===== src/core/tec_ctrl_pkg.sv =====
// shared constants and carriers for the cooler driver control logic
// assumes a single 100 MHz system clock and synchronous comparator inputs
package tec_ctrl_pkg;

   ////////////////////////////////////////////////////////////////////////////
   // clock and timing
   localparam int CLK_HZ        = 100_000_000;
   localparam int US_CYC        = CLK_HZ / 1_000_000;
   localparam int MS_US         = 1000;
   localparam int HICCUP_OFF_MS = 15;
   localparam int CHECK_MS      = 1;
   localparam int CONFIRM_US    = 100;
   localparam int DISCH_SHORT_MS = 30;
   localparam int DISCH_LONG_MS = 60;
   localparam int STRAP_MS      = 20;
   localparam int SS_15_MS      = 15;
   localparam int SS_30_MS      = 30;
   localparam int SS_60_MS      = 60;
   localparam int SS_120_MS     = 120;
   localparam int SS_STAGE1_NUM = 11;
   localparam int SS_STAGE1_DEN = 19;

   ////////////////////////////////////////////////////////////////////////////
   // serial slave addresses
   localparam logic [6:0] ADDR_FLOAT     = 7'h60;
   localparam logic [6:0] ADDR_STRAP_LOW = 7'h21;

   ////////////////////////////////////////////////////////////////////////////
   // register offsets
   localparam logic [7:0] OFF_CONTROL     = 8'h00;
   localparam logic [7:0] OFF_HEAT_CURR   = 8'h01;
   localparam logic [7:0] OFF_COOL_CURR   = 8'h02;
   localparam logic [7:0] OFF_HEAT_VOLT   = 8'h03;
   localparam logic [7:0] OFF_COOL_VOLT   = 8'h04;
   localparam logic [7:0] OFF_SECONDARY   = 8'h05;
   localparam logic [7:0] OFF_STATUS      = 8'h09;

   ////////////////////////////////////////////////////////////////////////////
   // control register fields
   localparam int CTL_SW_ON      = 7;
   localparam int CTL_MON_SEL    = 6;
   localparam int CTL_DISCH_LONG = 4;
   localparam int CTL_SS_HI      = 3;
   localparam int CTL_SS_LO      = 2;
   localparam int CTL_REFRESH    = 1;
   // limit register fields
   localparam int LIM_ON         = 7;
   localparam int LIM_SET_HI     = 5;

   ////////////////////////////////////////////////////////////////////////////
   // reset values
   localparam logic       RST_SW_ON      = 1'b1;
   localparam logic       RST_MON_SEL    = 1'b0;
   localparam logic       RST_DISCH_LONG = 1'b0;
   localparam logic [1:0] RST_SS_SEL     = 2'h3;
   localparam logic [7:0] RST_LIMIT      = 8'h3f;
   localparam logic [7:0] RST_SECONDARY  = 8'h00;

   ////////////////////////////////////////////////////////////////////////////
   // carriers
   typedef struct packed {
      logic       on;
      logic [5:0] setpoint;
   } limit_s;

   typedef struct packed {
      limit_s     heat_current;
      limit_s     cool_current;
      limit_s     heat_voltage;
      limit_s     cool_voltage;
      logic [1:0] linear_leg_heat_trip;
      logic [1:0] linear_leg_cool_trip;
      logic [1:0] switch_leg_heat_trip;
      logic [1:0] switch_leg_cool_trip;
      logic       monitor_current;
   } analog_cfg_s;

   typedef struct packed {
      logic vin_over;         // supply above upper threshold
      logic vin_restart;      // supply back below restart threshold
      logic temp_shutdown;    // junction above shutdown, hysteresis outside
      logic temp_warning;
      logic terminals_low;    // both terminals below 0.4 V
      logic ground_short;     // short seen during the check window
      logic linear_leg_trip2; // linear leg second current limit
      logic switch_leg_trip;  // switching leg current limit
      logic voltage_limit;    // primary voltage limit reached
      logic voltage_limit2;   // secondary voltage limit reached
      logic current_limit;    // primary current limit reached
      logic heating;
      logic cooling;
   } sense_s;

endpackage : tec_ctrl_pkg


===== src/core/event_latch.sv =====
// one sticky status flag, set by a level or a rising edge
// assumes the clear is a one-cycle pulse in the same clock domain
`timescale 1ns/10ps
module event_latch #(
   parameter bit EDGE = 1'b0
) (
   // clock and reset
   input  wire logic i_clk,
   input  wire logic i_rst_b,
   // event and clear
   input  wire logic i_cond,
   input  wire logic i_clear,
   // flag
   output logic      o_flag
);
   logic cond_q;
   logic set;

   assign set = EDGE ? (i_cond & ~cond_q) : i_cond;

   always_ff @(posedge i_clk) begin
      if (!i_rst_b) begin
         cond_q <= 1'b0;
         o_flag <= 1'b0;
      end else begin
         cond_q <= i_cond;
         // set wins so an event in the clear cycle survives
         o_flag <= set | (o_flag & ~i_clear);
      end
   end
endmodule : event_latch


===== src/core/tec_ctrl.sv =====
// serial register bank, status latches and protection sequencer
// assumes scl, sda and comparator levels are synchronous to i_clk
//
// Functional notes
// - after hiccup off, terminals low, stage runs 1 ms check at 0.4 V
// - clean check starts soft-start; fault or short starts another 15 ms off
// - supply over-voltage turns both terminals off and discharges them
// - supply back below restart threshold launches a new soft-start
// - over-temperature stops the stage; recovery restarts automatically
// - seven byte registers, accessible regardless of enable and shutdown pins
// - slave address 0x60 with floating strap, 0x21 with strap pulled low
// - two-bit soft-start field picks 15, 30, 60 or 120 ms, reset 120
// - writing refresh clears latched status; the bit reads back zero
// - stage runs only with software enable, enable pin, shutdown pin high
// - current setpoints in registers 1 and 2 act only when enabled
// - voltage setpoints in registers 3 and 4 act only when enabled
// - exceeded enabled limit holds switching leg instead of analog setpoint
// - register 5 selects four secondary trips; short trip enters hiccup
// - direction field reads 10 heating, 01 cooling, 00 near boundary
// - voltage limit event bit sticks until refresh
// - current limit event bit latches on rising condition until refresh
// - over-temperature bit latches until refresh
// - thermal warning bit latches until refresh
// - hiccup on leg trips or second voltage limit; 15 ms off then check
// - soft-start discharges 30 or 60 ms until low, then two ramp stages
// - switching leg trip must persist 100 us before hiccup
`timescale 1ns/10ps
module tec_ctrl #(
   parameter int P_MS_US = tec_ctrl_pkg::MS_US
) (
   // clock and reset
   input  wire logic                        i_clk,
   input  wire logic                        i_rst_b,
   // serial bus, open drain data
   input  wire logic                        i_scl,
   input  wire logic                        i_sda,
   output logic                             o_sda_out,
   output logic                             o_sda_oe,
   // pins and comparators
   input  wire logic                        i_addr_strap_low,
   input  wire logic                        i_enable_pin,
   input  wire logic                        i_shutdown_pin,
   input  wire tec_ctrl_pkg::sense_s        i_sense,
   // power stage control
   output logic                             o_stage_on,
   output logic                             o_discharge,
   output logic                             o_check_regulate,
   output logic                             o_ramp_common,
   output logic                             o_ramp_split,
   output logic                             o_limit_hold,
   output tec_ctrl_pkg::analog_cfg_s        o_cfg
);
   import tec_ctrl_pkg::*;

   typedef enum logic [3:0] {
      ST_OFF, ST_DISCHARGE, ST_RAMP_COMMON, ST_RAMP_SPLIT, ST_RUN,
      ST_HICCUP_OFF, ST_CHECK, ST_OVP_OFF, ST_OT_OFF
   } seq_e;

   typedef enum logic [2:0] {
      I_IDLE, I_START, I_ADDR, I_ADDR_ACK, I_WR, I_WR_ACK, I_RD, I_RD_ACK
   } bus_e;

   ////////////////////////////////////////////////////////////////////////////
   // tick dividers, free running
   logic [6:0] us_cnt;
   logic [9:0] ms_sub;
   logic       us_tick;
   logic       ms_tick;

   assign us_tick = (us_cnt == 7'(US_CYC - 1));
   assign ms_tick = us_tick & (ms_sub == 10'(P_MS_US - 1));

   always_ff @(posedge i_clk) begin
      if (!i_rst_b) begin
         us_cnt <= 7'h00;
         ms_sub <= 10'h000;
      end else begin
         us_cnt <= us_tick ? 7'h00 : us_cnt + 7'h01;
         if (us_tick) begin
            ms_sub <= (ms_sub == 10'(P_MS_US - 1)) ? 10'h000 : ms_sub + 10'h001;
         end
      end
   end

   ////////////////////////////////////////////////////////////////////////////
   // address strap, followed for 20 ms after reset then frozen
   logic [4:0] strap_cnt;
   logic [6:0] slave_addr;
   logic       strap_open;

   assign strap_open = (strap_cnt != 5'(STRAP_MS));

   always_ff @(posedge i_clk) begin
      if (!i_rst_b) begin
         strap_cnt  <= 5'h00;
         slave_addr <= ADDR_FLOAT;
      end else if (strap_open) begin
         if (ms_tick) begin
            strap_cnt <= strap_cnt + 5'h01;
         end
         slave_addr <= i_addr_strap_low ? ADDR_STRAP_LOW : ADDR_FLOAT;
      end
   end

   ////////////////////////////////////////////////////////////////////////////
   // serial slave
   bus_e       bus_st;
   logic       scl_q;
   logic       sda_q;
   logic [2:0] bit_cnt;
   logic [7:0] shift;
   logic [7:0] rd_sh;
   logic [7:0] ptr;
   logic       rw;
   logic       first;
   logic       nack;
   logic [7:0] rd_data;
   logic       scl_rise;
   logic       scl_fall;
   logic       bus_start;
   logic       bus_stop;
   logic       wr_fire;
   logic       last_bit;

   assign scl_rise  = i_scl & ~scl_q;
   assign scl_fall  = ~i_scl & scl_q;
   assign bus_start = i_scl & scl_q & sda_q & ~i_sda;
   assign bus_stop  = i_scl & scl_q & ~sda_q & i_sda;
   assign last_bit  = (bit_cnt == 3'h7);
   assign wr_fire   = scl_fall & (bus_st == I_WR) & last_bit & ~first;
   assign o_sda_out = 1'b0;

   always_ff @(posedge i_clk) begin
      if (!i_rst_b) begin
         bus_st   <= I_IDLE;
         scl_q    <= 1'b1;
         sda_q    <= 1'b1;
         bit_cnt  <= 3'h0;
         shift    <= 8'h00;
         rd_sh    <= 8'h00;
         ptr      <= 8'h00;
         rw       <= 1'b0;
         first    <= 1'b0;
         nack     <= 1'b0;
         o_sda_oe <= 1'b0;
      end else begin
         scl_q <= i_scl;
         sda_q <= i_sda;
         if (bus_start) begin
            // the scl fall that closes the start is not a data bit
            bus_st   <= I_START;
            bit_cnt  <= 3'h0;
            o_sda_oe <= 1'b0;
         end else if (bus_stop) begin
            bus_st   <= I_IDLE;
            o_sda_oe <= 1'b0;
         end else if (scl_rise) begin
            shift <= {shift[6:0], i_sda};
            nack  <= i_sda;
         end else if (scl_fall) begin
            case (bus_st)
               I_START: bus_st <= I_ADDR;
               I_ADDR: begin
                  bit_cnt <= bit_cnt + 3'h1;
                  if (last_bit) begin
                     if (shift[7:1] == slave_addr) begin
                        bus_st   <= I_ADDR_ACK;
                        rw       <= shift[0];
                        o_sda_oe <= 1'b1;
                     end else begin
                        bus_st <= I_IDLE;
                     end
                  end
               end
               I_ADDR_ACK, I_RD_ACK: begin
                  bit_cnt <= 3'h0;
                  if (bus_st == I_RD_ACK && nack) begin
                     bus_st   <= I_IDLE;
                     o_sda_oe <= 1'b0;
                  end else if (bus_st == I_RD_ACK || rw) begin
                     bus_st   <= I_RD;
                     rd_sh    <= rd_data;
                     o_sda_oe <= ~rd_data[7];
                  end else begin
                     bus_st   <= I_WR;
                     first    <= 1'b1;
                     o_sda_oe <= 1'b0;
                  end
               end
               I_WR: begin
                  bit_cnt <= bit_cnt + 3'h1;
                  if (last_bit) begin
                     bus_st   <= I_WR_ACK;
                     o_sda_oe <= 1'b1;
                     first    <= 1'b0;
                     ptr      <= first ? shift : ptr + 8'h01;
                  end
               end
               I_WR_ACK: begin
                  bus_st   <= I_WR;
                  bit_cnt  <= 3'h0;
                  o_sda_oe <= 1'b0;
               end
               I_RD: begin
                  bit_cnt <= bit_cnt + 3'h1;
                  rd_sh   <= {rd_sh[6:0], 1'b0};
                  if (last_bit) begin
                     bus_st   <= I_RD_ACK;
                     o_sda_oe <= 1'b0;
                     ptr      <= ptr + 8'h01;
                  end else begin
                     o_sda_oe <= ~rd_sh[6];
                  end
               end
               default: bus_st <= I_IDLE;
            endcase
         end
      end
   end

   ////////////////////////////////////////////////////////////////////////////
   // register file, alive whatever the enable pins do
   logic       sw_on;
   logic       mon_sel;
   logic       disch_long;
   logic [1:0] ss_sel;
   logic [7:0] heat_curr;
   logic [7:0] cool_curr;
   logic [7:0] heat_volt;
   logic [7:0] cool_volt;
   logic [7:0] secondary;
   logic       refresh;

   assign refresh = wr_fire & (ptr == OFF_CONTROL) & shift[CTL_REFRESH];

   always_ff @(posedge i_clk) begin
      if (!i_rst_b) begin
         sw_on      <= RST_SW_ON;
         mon_sel    <= RST_MON_SEL;
         disch_long <= RST_DISCH_LONG;
         ss_sel     <= RST_SS_SEL;
         heat_curr  <= RST_LIMIT;
         cool_curr  <= RST_LIMIT;
         heat_volt  <= RST_LIMIT;
         cool_volt  <= RST_LIMIT;
         secondary  <= RST_SECONDARY;
      end else if (wr_fire) begin
         if (ptr == OFF_CONTROL) begin
            sw_on      <= shift[CTL_SW_ON];
            mon_sel    <= shift[CTL_MON_SEL];
            disch_long <= shift[CTL_DISCH_LONG];
            ss_sel     <= shift[CTL_SS_HI:CTL_SS_LO];
         end
         if (ptr == OFF_HEAT_CURR) heat_curr <= shift;
         if (ptr == OFF_COOL_CURR) cool_curr <= shift;
         if (ptr == OFF_HEAT_VOLT) heat_volt <= shift;
         if (ptr == OFF_COOL_VOLT) cool_volt <= shift;
         if (ptr == OFF_SECONDARY) secondary <= shift;
      end
   end

   ////////////////////////////////////////////////////////////////////////////
   // status
   logic [1:0] mode;
   logic       voltage_limit_event_flag;
   logic       current_limit_event_flag;
   logic       ot_flag;
   logic       otw_flag;
   logic       power_good;
   logic [7:0] ctrl_rd;
   logic [7:0] status_rd;

   assign mode = {i_sense.heating & ~i_sense.cooling,
                  i_sense.cooling & ~i_sense.heating};

   event_latch #(.EDGE(1'b0)) u_voltage_limit_event (
      .i_clk   (i_clk),
      .i_rst_b (i_rst_b),
      .i_cond  (i_sense.voltage_limit | i_sense.voltage_limit2),
      .i_clear (refresh),
      .o_flag  (voltage_limit_event_flag)
   );
   event_latch #(.EDGE(1'b1)) u_current_limit_event (
      .i_clk   (i_clk),
      .i_rst_b (i_rst_b),
      .i_cond  (i_sense.current_limit),
      .i_clear (refresh),
      .o_flag  (current_limit_event_flag)
   );
   event_latch #(.EDGE(1'b0)) u_ot (
      .i_clk   (i_clk),
      .i_rst_b (i_rst_b),
      .i_cond  (i_sense.temp_shutdown),
      .i_clear (refresh),
      .o_flag  (ot_flag)
   );
   event_latch #(.EDGE(1'b0)) u_otw (
      .i_clk   (i_clk),
      .i_rst_b (i_rst_b),
      .i_cond  (i_sense.temp_warning),
      .i_clear (refresh),
      .o_flag  (otw_flag)
   );

   // refresh is a write strobe only, so its bit always reads zero
   assign ctrl_rd   = {sw_on, mon_sel, 1'b0, disch_long, ss_sel, 2'b00};
   assign status_rd = {mode, voltage_limit_event_flag, current_limit_event_flag, power_good, 1'b0, ot_flag, otw_flag};
   assign rd_data   = (ptr == OFF_CONTROL)   ? ctrl_rd   :
                      (ptr == OFF_HEAT_CURR) ? heat_curr :
                      (ptr == OFF_COOL_CURR) ? cool_curr :
                      (ptr == OFF_HEAT_VOLT) ? heat_volt :
                      (ptr == OFF_COOL_VOLT) ? cool_volt :
                      (ptr == OFF_SECONDARY) ? secondary :
                      (ptr == OFF_STATUS)    ? status_rd : 8'h00;

   assign o_cfg = '{heat_current: '{heat_curr[LIM_ON], heat_curr[LIM_SET_HI:0]},
                    cool_current: '{cool_curr[LIM_ON], cool_curr[LIM_SET_HI:0]},
                    heat_voltage: '{heat_volt[LIM_ON], heat_volt[LIM_SET_HI:0]},
                    cool_voltage: '{cool_volt[LIM_ON], cool_volt[LIM_SET_HI:0]},
                    linear_leg_heat_trip: secondary[1:0],
                    linear_leg_cool_trip: secondary[3:2],
                    switch_leg_heat_trip: secondary[5:4],
                    switch_leg_cool_trip: secondary[7:6],
                    monitor_current: mon_sel};

   ////////////////////////////////////////////////////////////////////////////
   // protection sequencer
   seq_e       seq_st;
   seq_e       next_seq_st;
   logic       restart;
   logic [7:0] ms_cnt;
   logic [7:0] target;
   logic [7:0] ss_total;
   logic [7:0] ss_stage1;
   logic [6:0] conf_cnt;
   logic       switch_fault;
   logic       fault;
   logic       enabled;
   logic       done;

   assign enabled   = sw_on & i_enable_pin & i_shutdown_pin;
   assign ss_total  = (ss_sel == 2'h0) ? 8'(SS_15_MS) :
                      (ss_sel == 2'h1) ? 8'(SS_30_MS) :
                      (ss_sel == 2'h2) ? 8'(SS_60_MS) : 8'(SS_120_MS);
   assign ss_stage1 = 8'((16'(ss_total) * 16'(SS_STAGE1_NUM)) / 16'(SS_STAGE1_DEN));
   assign target    = (seq_st == ST_DISCHARGE)   ? (disch_long ? 8'(DISCH_LONG_MS)
                                                               : 8'(DISCH_SHORT_MS)) :
                      (seq_st == ST_RAMP_COMMON) ? ss_stage1 :
                      (seq_st == ST_RAMP_SPLIT)  ? ss_total - ss_stage1 :
                      (seq_st == ST_HICCUP_OFF)  ? 8'(HICCUP_OFF_MS) : 8'(CHECK_MS);
   // counting whole ticks from entry keeps every interval at least its length
   assign done      = ms_tick & (ms_cnt == target);
   assign switch_fault = (conf_cnt == 7'(CONFIRM_US));
   assign fault     = o_stage_on & (i_sense.linear_leg_trip2 | i_sense.voltage_limit2
                      | switch_fault);
   assign power_good = (seq_st == ST_RAMP_SPLIT) | (seq_st == ST_RUN);

   always_comb begin
      next_seq_st = seq_st;
      restart     = 1'b0;
      if (!enabled) begin
         next_seq_st = ST_OFF;
      end else if (i_sense.temp_shutdown) begin
         next_seq_st = ST_OT_OFF;
      end else if (i_sense.vin_over) begin
         next_seq_st = ST_OVP_OFF;
      end else begin
         case (seq_st)
            ST_OFF:        next_seq_st = ST_DISCHARGE;
            ST_OT_OFF:     next_seq_st = ST_DISCHARGE;
            ST_OVP_OFF:    if (i_sense.vin_restart) next_seq_st = ST_DISCHARGE;
            ST_DISCHARGE:  if (done) begin
               if (i_sense.terminals_low) next_seq_st = ST_RAMP_COMMON;
               else restart = 1'b1;
            end
            ST_RAMP_COMMON: if (fault) next_seq_st = ST_HICCUP_OFF;
                            else if (done) next_seq_st = ST_RAMP_SPLIT;
            ST_RAMP_SPLIT: if (fault) next_seq_st = ST_HICCUP_OFF;
                           else if (done) next_seq_st = ST_RUN;
            ST_RUN:        if (fault) next_seq_st = ST_HICCUP_OFF;
            ST_HICCUP_OFF: if (done) begin
               if (i_sense.terminals_low) next_seq_st = ST_CHECK;
               else restart = 1'b1;
            end
            ST_CHECK: if (fault | i_sense.ground_short) next_seq_st = ST_HICCUP_OFF;
                      else if (done) next_seq_st = ST_DISCHARGE;
            default:       next_seq_st = ST_OFF;
         endcase
      end
   end

   always_ff @(posedge i_clk) begin
      if (!i_rst_b) begin
         seq_st   <= ST_OFF;
         ms_cnt   <= 8'h00;
         conf_cnt <= 7'h00;
      end else begin
         seq_st <= next_seq_st;
         if (restart || next_seq_st != seq_st) begin
            ms_cnt <= 8'h00;
         end else if (ms_tick) begin
            ms_cnt <= ms_cnt + 8'h01;
         end
         // a trip that clears inside the window leaves the stage running
         if (!i_sense.switch_leg_trip || !o_stage_on) begin
            conf_cnt <= 7'h00;
         end else if (us_tick && !switch_fault) begin
            conf_cnt <= conf_cnt + 7'h01;
         end
      end
   end

   ////////////////////////////////////////////////////////////////////////////
   // stage outputs
   logic hold_hit;

   assign o_stage_on       = (seq_st == ST_RAMP_COMMON) | (seq_st == ST_RAMP_SPLIT)
                           | (seq_st == ST_RUN) | (seq_st == ST_CHECK);
   assign o_discharge      = ~o_stage_on;
   assign o_check_regulate = (seq_st == ST_CHECK);
   assign o_ramp_common    = (seq_st == ST_RAMP_COMMON);
   assign o_ramp_split     = (seq_st == ST_RAMP_SPLIT);
   assign hold_hit = i_sense.heating
      ? (i_sense.current_limit & heat_curr[LIM_ON]) | (i_sense.voltage_limit & heat_volt[LIM_ON])
      : (i_sense.current_limit & cool_curr[LIM_ON]) | (i_sense.voltage_limit & cool_volt[LIM_ON]);

   always_ff @(posedge i_clk) begin
      if (!i_rst_b) begin
         o_limit_hold <= 1'b0;
      end else begin
         o_limit_hold <= hold_hit & o_stage_on;
      end
   end
endmodule : tec_ctrl


===== config.mk =====
export PLATFORM = sky130hd
export DESIGN_NAME = tec_ctrl
export DESIGN_NICKNAME = d
export VERILOG_FILES = /design/src/core/tec_ctrl_pkg.sv /design/src/core/event_latch.sv /design/src/core/tec_ctrl.sv
export SDC_FILE = /design/constraint.sdc
export NUM_CORES = 1
export LEC_CHECK = 0
export BUFFER_PORTS_ARGS = -buffer_cell sky130_fd_sc_hd__buf_4
export CAP_MARGIN = 20
export CORE_AREA = 2 2 121 123
export CTS_BUF_LIST = sky130_fd_sc_hd__clkbuf_16
export DETAILED_ROUTE_END_ITERATION = 12
export DIE_AREA = 0 0 123 125
export PLACE_DENSITY = 0.69
export SYNTH_ARGS = -nofsm -noshare
export SYNTH_HDL_FRONTEND = slang
export SYNTH_SLANG_ARGS = --single-unit

===== constraint.sdc =====
create_clock -name i_clk -period 5.2 [get_ports i_clk]
set_input_delay 0 -clock i_clk [delete_from_list [all_inputs] [get_ports i_clk]]
set_output_delay 0 -clock i_clk [all_outputs]
set_load 0.02 [all_outputs]

# Word level (Yosys, flattened, before mapping)
# Cells that the tools add are included.
[totals] inputBits=20 register_bits=134
[classes] n_mul=1 div_mod_pow=1 reduce_logical=43 n_addsub=8 mux=70 bitwise_logic=59 eq_ne=42
[ops] operator="two-way mux 8 bit" count=13
[ops] operator="two-way mux 4 bit" count=16
[ops] operator="two-way mux 7 bit" count=6
[ops] operator="one-hot mux 4 bit (8 select lines)" count=1
[ops] operator="bitwise AND 1 bit" count=29
[ops] operator="AND reduction 7 bit" count=3
[ops] operator="two-way mux 1 bit" count=20
[ops] operator="one-hot mux 3 bit (6 select lines)" count=1
[ops] operator="adder 8 x 1 -> 8 bit (second input constant)" count=2
[ops] operator="divider 12 x 5 -> 16 bit (second input constant)" count=1
[ops] operator="== test 4 x 3 -> 1 bit (second input constant)" count=4
[ops] operator="== test 8 x 2 -> 1 bit (second input constant)" count=2
[ops] operator="== test 8 x 3 -> 1 bit (second input constant)" count=2
[ops] operator="NOT 1 bit" count=16
[ops] operator="one-hot mux 8 bit (2 select lines)" count=1
[ops] operator="== test 3 bit (second input constant)" count=5
[ops] operator="adder 7 x 1 -> 7 bit (second input constant)" count=2
[ops] operator="== test 7 bit (second input constant)" count=2
[ops] operator="inequality test 2 bit (second input constant)" count=7
[ops] operator="OR 1 bit" count=14
[ops] operator="one-hot mux 7 bit (2 select lines)" count=1
[ops] operator="AND reduction 2 bit" count=7
[ops] operator="OR reduction 2 bit" count=7
[ops] operator="two-way mux 3 bit" count=4
[ops] operator="other kinds (42)" count=58

# Depth between registers and ports, before layout
[logic_depth] ltp_word=21 mapped_depth=11

# Hierarchy
# A second synthesis with hierarchy kept.
[hier_totals] hier_cells=956 area_unflattened_um2=7561.0
[modules_own_cells] module="tec_ctrl" area_each_um2=7367.1 n_inst=1 cells_each=941
[modules_own_cells] module="event_latch (u_ot ...)" area_each_um2=41.3 n_inst=3 cells_each=3
[modules_own_cells] module="event_latch (u_current_limit_event)" area_each_um2=70.1 n_inst=1 cells_each=6

# Worst setup path before layout
# No wires, ideal clock.
[synth_timing] kind="reg2reg" from="register ss_sel[0]" to="register ms_cnt[0]" required_time_ps=5079 path_slack_ps=2441 n_path_buf=0 t_arrival_ps=2638 period_less_slack_ps=2759 stages_incl_launch_ff=11 cell_sequence="dfxtp_1 -> ha_1 -> inv_1 -> ha_1 -> or4_1 -> o21ai_0 -> a311oi_1 -> a41o_1 -> o41a_1 -> o21ai_4 -> nor2_1"
[synth_via] elab_chain_cells=21 elab_cells_between_ends=34 classes_between="add/sub: 1; mul: 1; div: 1; eq/ne: 4; mux: 23; bitwise: 1; reduce/logical: 3"
[synth_rtl] item="start, declared" line="tec_ctrl.sv:227" text="logic [1:0] ss_sel;"
[synth_rtl] item="start signal, assigned" line="tec_ctrl.sv:253" text="ss_sel <= shift[CTL_SS_HI:CTL_SS_LO];"
[synth_rtl] item="== test 2 bit" line="tec_ctrl.sv:345" text="(ss_sel == 2'h2) ? 8'(SS_60_MS) : 8'(SS_120_MS);"
[synth_rtl] item="two-way mux 7 bit" line="tec_ctrl.sv:345"
[synth_rtl] item="two-way mux 7 bit" line="tec_ctrl.sv:344" text="(ss_sel == 2'h1) ? 8'(SS_30_MS) :"
[synth_rtl] item="two-way mux 7 bit (*)" line="tec_ctrl.sv:343" text="assign ss_total = (ss_sel == 2'h0) ? 8'(SS_15_MS) :"
[synth_rtl] item="multiplier 7 x 4 -> 11 bit" line="tec_ctrl.sv:346" text="assign ss_stage1 = 8'((16'(ss_total) * 16'(SS_STAGE1_NUM)) / 16'(SS_STAGE1_DEN));"
[synth_rtl] item="divider 12 x 5 -> 16 bit" line="tec_ctrl.sv:346"
[synth_rtl] item="subtractor 7 x 8 -> 8 bit" line="tec_ctrl.sv:350" text="(seq_st == ST_RAMP_SPLIT) ? ss_total - ss_stage1 :"
[synth_rtl] item="two-way mux 8 bit" line="tec_ctrl.sv:350"
[synth_rtl] item="(+5 left out)"
[synth_rtl] item="two-way mux 4 bit (on tied branches)" line="tec_ctrl.sv:386, tec_ctrl.sv:377, tec_ctrl.sv:379"
[synth_rtl] item="one-hot mux 4 bit (8 select lines)" line="tec_ctrl.sv:369" text="case (seq_st)"
[synth_rtl] item="two-way mux 4 bit" line="tec_ctrl.sv:366" text="end else if (i_sense.vin_over) begin"
[synth_rtl] item="two-way mux 4 bit" line="tec_ctrl.sv:364" text="end else if (i_sense.temp_shutdown) begin"
[synth_rtl] item="two-way mux 4 bit" line="tec_ctrl.sv:362" text="if (!enabled) begin"
[synth_rtl] item="inequality test 4 bit" line="tec_ctrl.sv:400" text="if (restart || next_seq_st != seq_st) begin"
[synth_rtl] item="logical OR 1 bit (*)" line="tec_ctrl.sv:400"
[synth_rtl] item="OR reduction 2 bit (no line) (*)"
[synth_rtl] item="end signal, assigned" line="tec_ctrl.sv:403" text="ms_cnt <= ms_cnt + 8'h01;"
[synth_rtl] item="end, declared" line="tec_ctrl.sv:332" text="logic [7:0] ms_cnt;"
# Every way passes the cells marked *; elsewhere a longest branch is shown, timed or not.
# A chain may end at the register's enable or synchronous reset.

# Worst setup path after layout
[layout_timing] from="register scl_q" to="register u_voltage_limit_event.o_flag"
[layout_via] elab_chain_cells=9
[layout_rtl] item="start, declared" line="tec_ctrl.sv:109" text="logic scl_q;"
[layout_rtl] item="start signal, assigned" line="tec_ctrl.sv:148" text="scl_q <= i_scl;"
[layout_rtl] item="bitwise AND 1 bit" line="tec_ctrl.sv:127" text="assign scl_fall = ~i_scl & scl_q;"
[layout_rtl] item="bitwise AND 1 bit (3 in a row)" line="tec_ctrl.sv:131" text="assign wr_fire = scl_fall & (bus_st == I_WR) & last_bit & ~first;"
[layout_rtl] item="bitwise AND 1 bit (2 in a row)" line="tec_ctrl.sv:235" text="assign refresh = wr_fire & (ptr == OFF_CONTROL) & shift[CTL_REFRESH];"
[layout_rtl] item="NOT 1 bit" line="event_latch.sv:28" text="o_flag <= set | (o_flag & ~i_clear);"
[layout_rtl] item="bitwise AND 1 bit" line="event_latch.sv:28"
[layout_rtl] item="OR 1 bit" line="event_latch.sv:28"
[layout_rtl] item="end signal, assigned" line="event_latch.sv:28"
[layout_rtl] item="end, declared" line="event_latch.sv:14" text="output logic o_flag"
# No other way between the ends.

==> summary.md <==
### Floorplanning
• area of the die: 15400 µm²
• starting utilization of the core area: 49.4%
• die width: 123 µm
• height of the die: 125 µm
• Core ar.: 14200 µm²
• IO Pins: 65
• number of cell rows: 44

### Drt
• total vias in the final route: 6358
• via/cell ratio: 5.69
• DRT antenna net count: 0
• detailed-route DRC error count: 0
• Detailed Route Iter0 Violations: 623
• Detailed Route WL: 18.2 mm
• first drt pass iteration count: 5
• wire length per cell after detailed routing: 16.3 µm

### Synthesis
• Avg Cell Area, Syn: 7.74 µm²
• number of flops mapped to enable cells by yosys: 0
• Unique masters post-synth: 67
• mapped cell area: 7020 µm²
• post-synthesis cell count: 907
• area fraction of the dominant cell type after synthesis: 36.5%
• #FFs+latches synth: 128
• sequential fraction of the synthesis area: 36.5%
• Async S/R FF share, synth: 0%
• main area contributors after synthesis: sky130_fd_sc_hd__dfxtp_1 (37%), sky130_fd_sc_hd__nand2_1 (8.2%), sky130_fd_sc_hd__nor2_1 (4.8%), sky130_fd_sc_hd__a21oi_1 (4.7%), sky130_fd_sc_hd__ha_1 (4.3%)
• biggest area consumer among synthesized cells: sky130_fd_sc_hd__dfxtp_1
• total nets after synthesis: 951
• Synth Flop Type: sky130_fd_sc_hd__dfxtp_1
• yosys warns: 0

### Power
• leak pwr: 3.07 nW
• peak supply drop: 0.213 mV
• Cell Pwr Density: 294 nW/µm²

### Clocking
• post-CTS setup buffer count: 0
• clock latency of the later-clocked register in the worst-skew pair: 0.42 ns
• root buf cell: sky130_fd_sc_hd__clkbuf_16
• TritonCTS clock tree: built
• maximum count of clock buffers along a single path: 2
• number of buffers added by the clock tree synthesis step: 17
• depth of the CTS H-tree: 4
• clock-pin slew of the registers on the worst-case setup and hold paths: 0.06 ns
• sink count of the clock tree: 128

### Cells and area
• fraction of final layout cells sized beyond drive strength 1: 10.6%
• Layout Area Growth over Synthesis: 14.7%
• net count of the finished layout: 964
• final antenna diode count: 0
• final core area utilization: 56.7%
• Filler Cells Inserted: 1328
• most common library cell in the layout ignoring fill and taps: sky130_fd_sc_hd__nand2_1
• most frequent cells in the layout: sky130_fd_sc_hd__nand2_1 (154), sky130_fd_sc_hd__dfxtp_1 (128), sky130_fd_sc_hd__nor2_1 (89)

### Global route
• antenna violations before repair: 0
• first-pass GRT wire length: 29.5 mm
• GRT overflow: 0
• number of global-route vias before repair: 5694
• GR Util All Layers: 24.2%
• maximum number of pins on one net before global-route repair: 52

### Worst setup path
• slowest library cell on the worst path: sky130_fd_sc_hd__or3_1
• sort of element at the start of the critical path: flop
• cell chain of the critical path: nor2b_1 > nand3_1 > or3_1 > nor2_1 > nand2_1 > a211oi_1 > dlygate4sd3_1 > nor2_1
• critical path type: reg2reg
• most frequent cell on the critical path: sky130_fd_sc_hd__nor2_1
• Critical Path End Type: flop
• data arrival time at the worst-slack endpoint: 4.08 ns
• data required time at the worst endpoint: 5.49 ns
• CP Max Fanout: 20
• Max stage delay on crit path: 0.64 ns

### STA
• crit path time final: 3.79 ns
• max_slew headroom: 37.5%
• final setup TNS: 0 ns
• Worst Tran Pin Value: 0.931 ns
• final period utilization: 72.8%
• RSZ-0062 raised after global routing: false
• setup violation total in the final timing report: 0
• Final Skew: 0.00868 ns
• Hold Fails Final Rpt: 0
• final number of max-transition violations: 0
• Achievable Freq: 0.264 GHz

### Flow run
• count of maximum capacitance violations: 0

### Status
• result of the run: complete, no violations

### Place
• final HPWL from detailed placement: 12.6 mm
• PortBufs: 63
• routability congestion estimate from global placement: 0.841

### Hold path
• worst min path class: in2reg

[worst max-delay path, delay by kind of cell, from the launching register on]
kind	cells	cell delay, ns
and+or+nand+nor	6	2.39
buffers and inverters	1	0.58
DFF	1	0.42
AOI/OAI and AO/OA	1	0.27
[state kept, by name, summed over array words and instances, names as in the netlist, 3 cells and up]
register	count
seq_st	4
cool_volt	8
ptr	8
heat_curr	8
conf_cnt	7
secondary	8
us_cnt	7
shift	8
strap_cnt	5
heat_volt	8
rd_sh	7
bit_cnt	3
cool_curr	8
ms_cnt	8
bus_st	3
ms_sub	10
[per-stage QoR]
step | instance area [µm²] | worst slack [ns] | hold WS (ns) | instances | total power [mW]
after detailed placement | 7290 | 2.03 | 0.241 | 1072 | 1.10
after CTS | 8050 | 1.48 | 0.00717 | 1117 | 2.38
after floorplan | 7020 | 2.44 | 0.101 | 907 | 1.07
final | 8050 | 1.41 | 0.0213 | 1117 | 2.36
after global placement | 7290 | 2.12 | 0.232 | 1072 | 1.10
after global routing | 8050 | 1.04 | 0.0368 | 1117 | 2.44
[repair_timing]
action,4_1_cts,5_1_grt
endpoints found under the hold margin,16,0
gates resized for setup,0,0
hold buffers,13,0
[final timing paths]
| check | slack (ns) | depth (start not counted) | end | start |
|---|---|---|---|---|
| min reg2reg | 0.45 | 1 | us_cnt[0]$_SDFF_PP0_ | us_cnt[0]$_SDFF_PP0_ |
| max reg2reg | 1.41 | 8 | u_voltage_limit_event.o_flag$_SDFF_PN0_ | scl_q$_SDFF_PN1_ |
| max | 1.41 | 8 | u_voltage_limit_event.o_flag$_SDFF_PN0_ | scl_q$_SDFF_PN1_ |
| min | 0.02 | 2 | slave_addr[6]$_SDFFE_PN1N_ | i_rst_b |
[logic make-up (layout without fill, tap and decap cells)]
kind of cell | count (synthesis) | after routing | synth area share, %
adders and majority gates | 25 | 25 | 4.42
other | 1 | 1 | 0.0534
buffers and inverters | 106 | 132 | 7.44
xor gates and xnor gates | 38 | 38 | 4.74
muxes | 14 | 14 | 2.00
AOI/OAI and AO/OA | 188 | 188 | 17.1
and+or+nand+nor | 407 | 407 | 27.7
DFF | 128 | 128 | 36.5
[cells in the mapped netlist (all sizes together), types with 2 or more instances]
master	n
o211ai	18
o21ai	34
and2	10
o311a	2
ha	24
a221oi	4
a21oi	66
nor2b	11
or4	2
inv	23
xnor2	17
or2	3
a41o	2
clkbuf	47
o31ai	2
nand4	11
o221ai	3
a32oi	3
nor2	90
and3	13
and4	2
buf	36
nand4b	4
a41oi	2
o31a	2
o21a	5
a31oi	8
a311oi	2
a22oi	13
or3	8
nor4	7
o22ai	4
xor2	21
dfxtp	128
o311ai	3
nand2	154
nor3b	5
nor3	20
nand2b	14
mux2i	14
a211oi	8
nand3	49
[routing by layer]
metal	GRT usage [%]	part of all wire (%)	vias to the layer above
met2	36.0	45	221
met1	34.4	46	2947
met4	8.76	2.1	0
met3	5.25	6.5	29
li1	-	-	3161
met5	0	0	-
[cell type report]
cell class / count / area [µm²] / area share, %
multi-input combinational: 673 / 3930 / 48.8
sequential: 128 / 2560 / 31.8
timing repair buffer: 77 / 611 / 7.58
clock buffer: 17 / 425 / 5.28
tap: 184 / 230 / 2.86
clock inverter: 15 / 204 / 2.53
inverter: 23 / 86.3 / 1.07
[power by group]
part / switching [mW] / internal, mW
combinational: 0.0486 / 0.0355
clock: 0.438 / 0.839
sequential: 0.0131 / 0.989
Note: power is estimated with default switching activity, not from simulation.
